File: src/hw/rgcal_pkg.sv
// constants shared by the rms gain calibration block
package rgcal_pkg;
  localparam int unsigned DATA_W = 24;
  localparam int unsigned CNT_W = 16;
  localparam int unsigned SUM_W = DATA_W + CNT_W;
  localparam int unsigned FRAC_SHIFT = 23;
  localparam int unsigned DVD_W = DATA_W + CNT_W + FRAC_SHIFT;
  localparam int unsigned NUM_CH = 4;

  // register byte offsets
  localparam logic [7:0] ADDR_CTRL = 8'h00;
  localparam logic [7:0] ADDR_STATUS = 8'h04;
  localparam logic [7:0] ADDR_MASK = 8'h08;
  localparam logic [7:0] ADDR_SCALE = 8'h0C;
  localparam logic [7:0] ADDR_SAMPLE_COUNT = 8'h10;
  localparam logic [7:0] ADDR_SETTLE_TIME = 8'h14;
  localparam logic [7:0] ADDR_VOLTAGE_GAIN_ONE = 8'h18;
  localparam logic [7:0] ADDR_VOLTAGE_GAIN_TWO = 8'h1C;
  localparam logic [7:0] ADDR_CURRENT_GAIN_ONE = 8'h20;
  localparam logic [7:0] ADDR_CURRENT_GAIN_TWO = 8'h24;
  localparam logic [7:0] ADDR_PHASE_COMP = 8'h28;

  // control fields
  localparam int unsigned CTRL_START_BIT = 0;
  localparam int unsigned CTRL_BUSY_BIT = 1;
  localparam int unsigned CTRL_EN_LSB = 4;

  // status / mask fields
  localparam int unsigned ST_W = 5;
  localparam int unsigned ST_DATA_READY_FLAG = 0;
  localparam int unsigned ST_VOLTAGE_ONE_OVERRANGE = 1;
  localparam int unsigned ST_VOLTAGE_TWO_OVERRANGE = 2;
  localparam int unsigned ST_CURRENT_ONE_OVERRANGE = 3;
  localparam int unsigned ST_CURRENT_TWO_OVERRANGE = 4;

  // phase compensation fields, per channel pair
  localparam int unsigned FINE_W = 9;
  localparam int unsigned COARSE_W = 2;
  localparam int unsigned PHASE_CH_W = 16;
  localparam int unsigned FINE_STEPS_PER_SAMPLE = 512;

  // reset values and targets
  localparam logic [DATA_W-1:0] GAIN_ONE = 24'h400000;
  localparam logic [DATA_W-1:0] SCALE_RST = 24'h4CCCCC;
  localparam logic [DATA_W-1:0] VOLT_TARGET = 24'h4CCCCC;
  localparam logic [CNT_W-1:0] SAMPLE_COUNT_RST = 16'h0FA0;
  localparam logic [CNT_W-1:0] SETTLE_TIME_RST = 16'h0FA0;

  typedef enum logic [2:0] {
    RGCAL_IDLE,
    RGCAL_SETTLE,
    RGCAL_ACCUM,
    RGCAL_PICK,
    RGCAL_DIVIDE,
    RGCAL_STORE
  } rgcal_state_e;
endpackage

File: src/hw/rgcal_core.sv
// rms gain calibration engine with wishbone register file
//
// Chosen here: the Wishbone slave port and the address map.
`timescale 1ns/1ps
// What this block does
// - voltage gain becomes 0.6 divided by the averaged voltage rms result.
// - current gain becomes scale over the averaged current rms result.
// - gain of four or more is invalid and is never stored.
// - overflow in calibration or normal running sets channel overrange bit.
// - scale register resets to 0.6.
// - coarse delay for over one sample or voltage delay, else fine only.
// - fine step is 1/512 sample: 0.008789 deg at 50 Hz, 4000 Hz rate.
// - average N samples after settle samples, then set data ready.
// - gains are unsigned 2.22 values below 4.0, reset to 1.0.
module rgcal_core
  import rgcal_pkg::*;
#(
  parameter int unsigned CW = rgcal_pkg::CNT_W
)
(
  input wire logic clk_i,
  input wire logic rst_i,
  input wire logic ce_i,
  input wire logic wb_cyc_i,
  input wire logic wb_stb_i,
  input wire logic wb_we_i,
  input wire logic [7:0] wb_adr_i,
  input wire logic [3:0] wb_sel_i,
  input wire logic [31:0] wb_dat_i,
  output logic [31:0] wb_dat_o,
  output logic wb_ack_o,
  input wire logic owr_tick_i,
  input wire logic [rgcal_pkg::DATA_W-1:0] voltage_one_rms_result_i,
  input wire logic [rgcal_pkg::DATA_W-1:0] voltage_two_rms_result_i,
  input wire logic [rgcal_pkg::DATA_W-1:0] current_one_rms_result_i,
  input wire logic [rgcal_pkg::DATA_W-1:0] current_two_rms_result_i,
  input wire logic [rgcal_pkg::NUM_CH-1:0] overflow_i,
  output logic [rgcal_pkg::DATA_W-1:0] voltage_gain_one_o,
  output logic [rgcal_pkg::DATA_W-1:0] voltage_gain_two_o,
  output logic [rgcal_pkg::DATA_W-1:0] current_gain_one_o,
  output logic [rgcal_pkg::DATA_W-1:0] current_gain_two_o,
  output logic [rgcal_pkg::COARSE_W-1:0] coarse_phase_delay_one_o,
  output logic [rgcal_pkg::COARSE_W-1:0] coarse_phase_delay_two_o,
  output logic [rgcal_pkg::FINE_W-1:0] fine_phase_delay_one_o,
  output logic [rgcal_pkg::FINE_W-1:0] fine_phase_delay_two_o,
  output logic cal_busy_o,
  output logic irq_o
);
  import rgcal_pkg::*;

  rgcal_state_e state_q;
  logic ack_q;
  logic [31:0] rdata_q;
  logic [NUM_CH-1:0] chan_en_q;
  logic [ST_W-1:0] status_q;
  logic [ST_W-1:0] mask_q;
  logic [DATA_W-1:0] scale_q;
  logic [CNT_W-1:0] sample_count_q;
  logic [CNT_W-1:0] settle_time_q;
  logic [DATA_W-1:0] gain_q [NUM_CH];
  logic [2*PHASE_CH_W-1:0] phase_comp_reg_q;
  logic [CNT_W-1:0] cnt_q;
  logic [SUM_W-1:0] sum_q [NUM_CH];
  logic [1:0] ch_q;
  logic [SUM_W:0] rem_q;
  logic [DVD_W-1:0] dvd_q;
  logic [DVD_W-1:0] quo_q;
  logic [6:0] step_q;
  logic [DATA_W-1:0] rms [NUM_CH];
  logic wb_req;
  logic wr_en;
  logic start_req;
  logic cal_done;
  logic [ST_W-1:0] or_event;
  logic [SUM_W:0] trial;
  logic quo_bad;

  // byte-lane merge of a bus write into a register's old value
  function automatic logic [31:0] merge(input logic [31:0] old,
                                        input logic [31:0] nw,
                                        input logic [3:0] sel);
    logic [31:0] res;
    res = old;
    for (int b = 0; b < 4; b++)
    begin
      if (sel[b])
      begin
        res[b*8 +: 8] = nw[b*8 +: 8];
      end
    end
    return res;
  endfunction

  // voltage channels aim at a fixed 0.6, current channels at scale
  function automatic logic [DATA_W-1:0] cal_target(
    input logic [1:0] ch,
    input logic [DATA_W-1:0] sc);
    if (ch < 2'd2)
    begin
      return VOLT_TARGET;
    end
    return sc;
  endfunction

  assign rms[0] = voltage_one_rms_result_i;
  assign rms[1] = voltage_two_rms_result_i;
  assign rms[2] = current_one_rms_result_i;
  assign rms[3] = current_two_rms_result_i;

  assign wb_req = wb_cyc_i & wb_stb_i & ~ack_q;
  assign wr_en = ce_i & wb_req & wb_we_i;
  assign start_req = wr_en & (wb_adr_i == ADDR_CTRL) & wb_sel_i[0]
                     & wb_dat_i[CTRL_START_BIT] & (state_q == RGCAL_IDLE);

  // bus handshake: answer one cycle after the request, every address
  always_ff @(posedge clk_i)
  begin
    if (rst_i)
    begin
      ack_q <= 1'b0;
    end
    else if (ce_i)
    begin
      ack_q <= wb_req;
    end
  end

  always_ff @(posedge clk_i)
  begin
    if (rst_i)
    begin
      rdata_q <= 32'h00000000;
    end
    else if (ce_i && wb_req)
    begin
      case (wb_adr_i)
        ADDR_CTRL: rdata_q <= 32'({chan_en_q, 2'b00,
                                   cal_busy_o, 1'b0});
        ADDR_STATUS: rdata_q <= 32'(status_q);
        ADDR_MASK: rdata_q <= 32'(mask_q);
        ADDR_SCALE: rdata_q <= 32'(scale_q);
        ADDR_SAMPLE_COUNT: rdata_q <= 32'(sample_count_q);
        ADDR_SETTLE_TIME: rdata_q <= 32'(settle_time_q);
        ADDR_VOLTAGE_GAIN_ONE: rdata_q <= 32'(gain_q[0]);
        ADDR_VOLTAGE_GAIN_TWO: rdata_q <= 32'(gain_q[1]);
        ADDR_CURRENT_GAIN_ONE: rdata_q <= 32'(gain_q[2]);
        ADDR_CURRENT_GAIN_TWO: rdata_q <= 32'(gain_q[3]);
        ADDR_PHASE_COMP: rdata_q <= phase_comp_reg_q;
        default: rdata_q <= 32'h00000000;
      endcase
    end
  end

  assign wb_ack_o = ack_q;
  assign wb_dat_o = rdata_q;

  // plain configuration registers
  always_ff @(posedge clk_i)
  begin
    if (rst_i)
    begin
      chan_en_q <= '0;
      mask_q <= '0;
      scale_q <= SCALE_RST;
      sample_count_q <= SAMPLE_COUNT_RST;
      settle_time_q <= SETTLE_TIME_RST;
      phase_comp_reg_q <= '0;
    end
    else if (wr_en)
    begin
      case (wb_adr_i)
        ADDR_CTRL:
        begin
          if (wb_sel_i[0] && state_q == RGCAL_IDLE)
          begin
            chan_en_q <= wb_dat_i[CTRL_EN_LSB +: NUM_CH];
          end
        end
        ADDR_MASK: mask_q <= ST_W'(merge(32'(mask_q), wb_dat_i, wb_sel_i));
        ADDR_SCALE: scale_q <= DATA_W'(merge(32'(scale_q), wb_dat_i,
                                             wb_sel_i));
        ADDR_SAMPLE_COUNT: sample_count_q <= CNT_W'(merge(32'(sample_count_q),
          wb_dat_i, wb_sel_i));
        ADDR_SETTLE_TIME: settle_time_q <= CNT_W'(merge(32'(settle_time_q),
          wb_dat_i, wb_sel_i));
        // coarse is meant for over one sample or voltage-side delay
        ADDR_PHASE_COMP: phase_comp_reg_q <= merge(phase_comp_reg_q,
                                                   wb_dat_i,
                                                   wb_sel_i);
        default:
        begin
        end
      endcase
    end
  end

  // one fine step is 1/512 of an output word: 4.5 deg at 50 Hz / 512
  assign fine_phase_delay_one_o = phase_comp_reg_q[FINE_W-1:0];
  assign fine_phase_delay_two_o =
    phase_comp_reg_q[PHASE_CH_W +: FINE_W];
  assign coarse_phase_delay_one_o =
    phase_comp_reg_q[FINE_W +: COARSE_W];
  assign coarse_phase_delay_two_o =
    phase_comp_reg_q[PHASE_CH_W+FINE_W +: COARSE_W];

  // calibration sequencer
  always_ff @(posedge clk_i)
  begin
    if (rst_i)
    begin
      state_q <= RGCAL_IDLE;
      cnt_q <= '0;
      ch_q <= 2'd0;
    end
    else if (ce_i)
    begin
      case (state_q)
        RGCAL_IDLE:
        begin
          if (start_req)
          begin
            state_q <= RGCAL_SETTLE;
            cnt_q <= '0;
          end
        end
        RGCAL_SETTLE:
        begin
          if (cnt_q >= settle_time_q)
          begin
            state_q <= RGCAL_ACCUM;
            cnt_q <= '0;
          end
          else if (owr_tick_i)
          begin
            cnt_q <= cnt_q + 1'b1;
          end
        end
        RGCAL_ACCUM:
        begin
          if (cnt_q >= sample_count_q)
          begin
            state_q <= RGCAL_PICK;
            ch_q <= 2'd0;
          end
          else if (owr_tick_i)
          begin
            cnt_q <= cnt_q + 1'b1;
          end
        end
        RGCAL_PICK:
        begin
          if (chan_en_q[ch_q])
          begin
            state_q <= RGCAL_DIVIDE;
          end
          else if (ch_q == 2'd3)
          begin
            state_q <= RGCAL_IDLE;
          end
          else
          begin
            ch_q <= ch_q + 1'b1;
          end
        end
        RGCAL_DIVIDE:
        begin
          if (step_q == 7'(DVD_W))
          begin
            state_q <= RGCAL_STORE;
          end
        end
        RGCAL_STORE:
        begin
          if (ch_q == 2'd3)
          begin
            state_q <= RGCAL_IDLE;
          end
          else
          begin
            ch_q <= ch_q + 1'b1;
            state_q <= RGCAL_PICK;
          end
        end
        default: state_q <= RGCAL_IDLE;
      endcase
    end
  end

  assign cal_busy_o = (state_q != RGCAL_IDLE);
  assign cal_done = ce_i & (((state_q == RGCAL_STORE) && ch_q == 2'd3)
                    || (state_q == RGCAL_PICK && !chan_en_q[ch_q]
                        && ch_q == 2'd3));

  // sums of N rms results per channel; N=0 leaves a zero sum
  always_ff @(posedge clk_i)
  begin
    if (rst_i)
    begin
      for (int c = 0; c < NUM_CH; c++)
      begin
        sum_q[c] <= '0;
      end
    end
    else if (ce_i)
    begin
      for (int c = 0; c < NUM_CH; c++)
      begin
        if (start_req)
        begin
          sum_q[c] <= '0;
        end
        else if (state_q == RGCAL_ACCUM && owr_tick_i
                 && cnt_q < sample_count_q)
        begin
          sum_q[c] <= sum_q[c] + SUM_W'(rms[c]);
        end
      end
    end
  end

  // gain = target * N * 2^23 / sum, one quotient bit per clock;
  // slow but needs no multiplier-sized divider
  assign trial = {rem_q[SUM_W-1:0], dvd_q[DVD_W-1]};

  always_ff @(posedge clk_i)
  begin
    if (rst_i)
    begin
      rem_q <= '0;
      dvd_q <= '0;
      quo_q <= '0;
      step_q <= '0;
    end
    else if (ce_i)
    begin
      if (state_q == RGCAL_PICK)
      begin
        rem_q <= '0;
        // widen first: inside a concatenation the product is self-sized
        dvd_q <= {SUM_W'(cal_target(ch_q, scale_q)) * SUM_W'(sample_count_q),
                  FRAC_SHIFT'(0)};
        quo_q <= '0;
        step_q <= '0;
      end
      else if (state_q == RGCAL_DIVIDE && step_q != 7'(DVD_W))
      begin
        if (trial >= {1'b0, sum_q[ch_q]})
        begin
          rem_q <= trial - {1'b0, sum_q[ch_q]};
          quo_q <= {quo_q[DVD_W-2:0], 1'b1};
        end
        else
        begin
          rem_q <= trial;
          quo_q <= {quo_q[DVD_W-2:0], 1'b0};
        end
        dvd_q <= {dvd_q[DVD_W-2:0], 1'b0};
        step_q <= step_q + 1'b1;
      end
    end
  end

  // 2.22 format tops out below four; a zero sum is no result either
  assign quo_bad = (quo_q[DVD_W-1:DATA_W] != '0)
                   || (sum_q[ch_q] == '0);

  // gain registers: host writes, calibration overwrites on success
  always_ff @(posedge clk_i)
  begin
    if (rst_i)
    begin
      for (int c = 0; c < NUM_CH; c++)
      begin
        gain_q[c] <= GAIN_ONE;
      end
    end
    else if (ce_i)
    begin
      if (state_q == RGCAL_STORE && !quo_bad)
      begin
        gain_q[ch_q] <= quo_q[DATA_W-1:0];
      end
      else if (wr_en)
      begin
        for (int c = 0; c < NUM_CH; c++)
        begin
          if (wb_adr_i == ADDR_VOLTAGE_GAIN_ONE + 8'(4 * c))
          begin
            gain_q[c] <= DATA_W'(merge(32'(gain_q[c]), wb_dat_i,
                                       wb_sel_i));
          end
        end
      end
    end
  end

  assign voltage_gain_one_o = gain_q[0];
  assign voltage_gain_two_o = gain_q[1];
  assign current_gain_one_o = gain_q[2];
  assign current_gain_two_o = gain_q[3];

  // overrange from a bad quotient or from the datapath at any time
  always_comb
  begin
    or_event = '0;
    for (int c = 0; c < NUM_CH; c++)
    begin
      if (overflow_i[c]
          || (state_q == RGCAL_STORE && quo_bad && ch_q == 2'(c)))
      begin
        or_event[ST_VOLTAGE_ONE_OVERRANGE + c] = 1'b1;
      end
    end
    or_event[ST_DATA_READY_FLAG] = cal_done;
  end

  // sticky status, write one to clear; a new event beats the clear
  always_ff @(posedge clk_i)
  begin
    if (rst_i)
    begin
      status_q <= '0;
    end
    else if (ce_i)
    begin
      if (wr_en && wb_adr_i == ADDR_STATUS && wb_sel_i[0])
      begin
        status_q <= (status_q & ~wb_dat_i[ST_W-1:0]) | or_event;
      end
      else
      begin
        status_q <= status_q | or_event;
      end
    end
  end

  assign irq_o = |(status_q & mask_q);
endmodule

File: config.mk
export PLATFORM = sky130hd
export DESIGN_NAME = rgcal_core
export DESIGN_NICKNAME = d
export VERILOG_FILES = /design/src/hw/rgcal_pkg.sv /design/src/hw/rgcal_core.sv
export SDC_FILE = /design/constraint.sdc
export NUM_CORES = 2
export LEC_CHECK = 0
export BUFFER_PORTS_ARGS = -buffer_cell sky130_fd_sc_hd__buf_2
export CAP_MARGIN = 10
export CORE_UTILIZATION = 45
export DETAILED_ROUTE_END_ITERATION = 12
export PLACE_DENSITY = 0.75
export SLEW_MARGIN = 20
export SYNTH_ARGS = -nofsm -noshare
export SYNTH_HDL_FRONTEND = slang
export SYNTH_SLANG_ARGS = --single-unit
File: constraint.sdc
create_clock -name clk_i -period 7.1 [get_ports clk_i]
set_input_delay 1.42 -clock clk_i [delete_from_list [all_inputs] [get_ports clk_i]]
set_output_delay 1.42 -clock clk_i [all_outputs]
set_load 0.005 [all_outputs]
==> summary.md <==
| Metric | Value |
|---|---|
| Synth top area share | 17.2% |
| Clk_skew | 46.1 ps |
| Initial antenna violation count | 10 |
| CORE AREA | a little under 100000 um2 |
| Setup WS post-layout | approximately 200 ps |
| FF+latch count, synth | between 500 and 600 |
| Final nets | 5865 |
| Tightest Pin Transition | 1090 ps |
| GRT Overall Usage | a little over a quarter |
| Port bufs | 303 |
| Drt pass-1 iters | 6 |
| Post-Synthesis Cells | 4932 |
| Wirelength, routed | 135000 um |
| R2R setup slack | 200 ps |
| Synth Area in Compound Gates | 15.8% |
| Simple-gate share of the synthesized area | 16.7% |
| Via count | 38800 |
| Total power draw | 7.59 mW |
| Synthesized area | 44700 um2 |
| Vias in the first global route | roughly 37000 |
| Post-placement cell area | approximately 48000 um2 |
| Net Sw Frac | 25.6% |
| Hold_buf cts | 0 |
| Power Density | 152 nW/um2 |
| Critical Path End | dvd_q[62] |
| GRT overflow | 0 |
| Number of fill cells | 8936 |
| Tightest Hold Check Type | flop to flop |
| Pre-CTS setup slack | approximately 74 ps |
| Final setup viols | 0 |
| WS Path Type | flop to flop |
| Syn avg cell area | 9.06 um2 |
| Status | complete, no violations |
| Async set or reset register ratio after synthesis | 0% |
| Antenna Nets Post-Route | 0 |
| Worst hold margin | roughly 450 ps |
| Reg-to-reg critical path startpoint | scale_q[6] |
| Row cnt | 115 |
| Share of the yosys chip area belonging to registers | a little under a third |
| MaxCap Viol Count | 0 |
| H-tree lvl count | 3 |
| Clk slew on worst S/H paths | 60 ps |
| Most common flop cell mapped by yosys | dfxtp_1 |
| Slew Viols, Final | 0 |
| Wire per inst | between 20 and 25 um |
| Crit Path Max Fanout | 9 |
| Synth area leaders | edfxtp_1, fa_1, dfxtp_1 |
| Final hold violation count | 0 |
| Number of synthesized flops with an enable pin | between 200 and 300 |
| Syn Nets | approximately 5700 |
| Largest area contributor in the netlist | edfxtp_1 |
| CTS tree | yes |
| Clock Sinks | 564 |
| Adder-cell share of the synthesized area | 21.8% |
| First-pass GRT wire length | between 200000 and 250000 um |
| Detailed-route DRC error count | 0 |
| NetSw | ~1.9 mW |
| Clk buf depth | 3 |
| Final core utilization | 50.7% |
| Max_slew headroom | 26.7% |
| Worst vdd ir | 0.000152 V |
| Non-filler cells, final | 6465 |
| Syn. warnings | 0 |
| CP Data Required Time | 7560 ps |
| CTS buffer count | 67 |
| # placed instances | ~6300 |
| HPWL Detailed | 101000 um |
| Root Buffer | clkbuf_16 |
| Xor and xnor area share after synthesis | 3.98% |
| TNS Setup | 0 ps |
| Leak pwr | 21.3 nW |
| Commonest cells in the netlist | nand2_1, inv_1, a21oi_1 |
| Reg power frac | 46.1% |
| Crit path time final | a little under 7000 ps |
| Clock network power share | 45.4% |
| Die Span X | 317 um |
| Final Cycle Share | 97.2% |
| Int Pwr | 5.65 mW |
| Combinational power share | ~8.5% |
| DIE AREA | 101000 um2 |
| Critical R2R Capture | dvd_q[62] |
| R2R cell count | 26 |
| Peak Freq | 145 MHz |
| CP startpoint | scale_q[6] |
| Crit path DAT | 7360 ps |
| Layout cells sized above 1 | around 12% |
| GP Congestion | 0.956 |
| Pin count of the biggest net entering global routing | 93 |
| Latest clock arrival within the worst-skew pair | 650 ps |
| Most common cell in the synthesized netlist | nand2_1 |
| Setup crit end kind | flop |
| Mux cell area share after synthesis | 3.63% |
| Design area | 49900 um2 |
| Startpoint Class | flop |
| IO Count | 304 |
| Synth-to-Final Area Change | 11.7% |
| Synth unique cells | 83 |
| Die Height | between 300 and 400 um |
| Via density | 6.00 |
| Initial Utilization | around 45% |
| First DRT Iteration DRCs | ~4300 |
| Largest family of logic cells by synthesized area | adder cells |
## how the worst min path moves through the flow
stage / startpoint / to / slack, ps / cells past startpoint
floorplan: dvd_q[30] / dvd_q[30] / 430 / 2
global placement: wb_dat_o[27] / wb_dat_o[27] / 440 / 2
detailed placement: wb_dat_o[31] / wb_dat_o[31] / 440 / 2
CTS: quo_q[42] / quo_q[43] / 450 / 2
global route: wb_dat_o[25] / wb_dat_o[25] / 470 / 2
finish: wb_dat_o[31] / wb_dat_o[31] / 450 / 2
## power groups by stage
stage                     sequential, mW  combinational, mW  clock, mW
after floorplan                     3.55              0.416          0
after global placement              3.56              0.615          0
after detailed placement            3.56              0.628          0
after CTS                           3.49              0.635       3.47
after global routing                3.50              0.702       3.59
final                               3.50              0.647       3.44
## placed cells by master (no fill, tap or decap), types with 21 or more instances in the layout
| cell type | count |
|---|---|
| a21oi_1 | 342 |
| buf_4 | 125 |
| and3_1 | 134 |
| o21a_1 | 21 |
| nor3_1 | 56 |
| xor2_1 | 109 |
| edfxtp_1 | 256 |
| or3_1 | 29 |
| xnor2_1 | 94 |
| ha_1 | 282 |
| a32o_1 | 92 |
| buf_2 | 302 |
| inv_1 | 480 |
| dfxtp_1 | 304 |
| o211ai_1 | 24 |
| mux4_2 | 41 |
| and2_1 | 108 |
| a22o_1 | 22 |
| nand2b_1 | 27 |
| nand3_1 | 138 |
| fa_1 | 311 |
| nor4_1 | 22 |
| nor2_1 | 317 |
| a21o_1 | 101 |
| nor2b_1 | 26 |
| a221oi_1 | 27 |
| a31oi_1 | 40 |
| nand4_1 | 37 |
| a22oi_1 | 86 |
| mux2i_1 | 70 |
| nand2_1 | 646 |
| o21ai_0 | 143 |
| clkbuf_16 | 68 |
## layer usage
| metal | track usage, % | routed length [um] | up-vias |
|---|---|---|---|
| met2 | 42.7 | 62400 | 2075 |
| li1 | - | - | 17500 |
| met3 | 4.64 | 12300 | 442 |
| met1 | 33.8 | 52400 | 18800 |
| met5 | 0 | 13 | - |
| met4 | 12.9 | 7650 | 2 |
## critical path, cell delays in order (launching register included)
cell	delay, ps
dfxtp_1	360
nand2b_1	220
buf_4	170
buf_4	170
nand2_1	80
fa_1	510
inv_1	50
fa_1	490
inv_1	50
fa_1	500
inv_1	80
fa_1	510
fa_1	560
inv_1	60
fa_1	520
inv_1	40
ha_1	360
a21oi_2	230
nor3_1	100
nor4_2	330
a211oi_2	160
a41oi_2	360
nor3_2	100
a2111oi_2	270
a21oi_1	150
xnor2_1	180
o22ai_1	100
## area by class of cell
cell class / count / area [um2] / area share (%)
tap: 1287 / 1610 / 3.23
antenna: 7 / 17.5 / 0.0351
sequential: 564 / 13900 / 27.8
clock buffer: 92 / 1890 / 3.79
multi-input combinational: 3573 / 27900 / 55.9
timing repair buffer: 435 / 2580 / 5.17
clock inverter: 27 / 273 / 0.546
inverter: 480 / 1800 / 3.61
## kinds of logic after synthesis
group,Yosys count
and+or+nand+nor,1613
AOI/OAI and AO/OA,1053
buffers and inverters,795
adders and majority gates,593
DFF,564
xor gates and xnor gates,203
muxes,111
## state kept, by name, indices dropped and copies added, names as in the netlist, 5 cells and up, named ones only
register,count
quo_q,63
step_q,7
phase_comp_reg_q,32
wb_dat_o,32
mask_q,5
rem_q,40
scale_q,24
gain_q,96
sample_count_q,16
dvd_q,40
sum_q,160
status_q,5
cnt_q,16
settle_time_q,16
## repair_timing
action,4_1_cts,5_1_grt
setup endpoints to repair,1,10
pin swaps,0,6
buffers inserted,0,1
gates resized for setup,1,24
No activity file was read; power rests on OpenSTA's default activity.
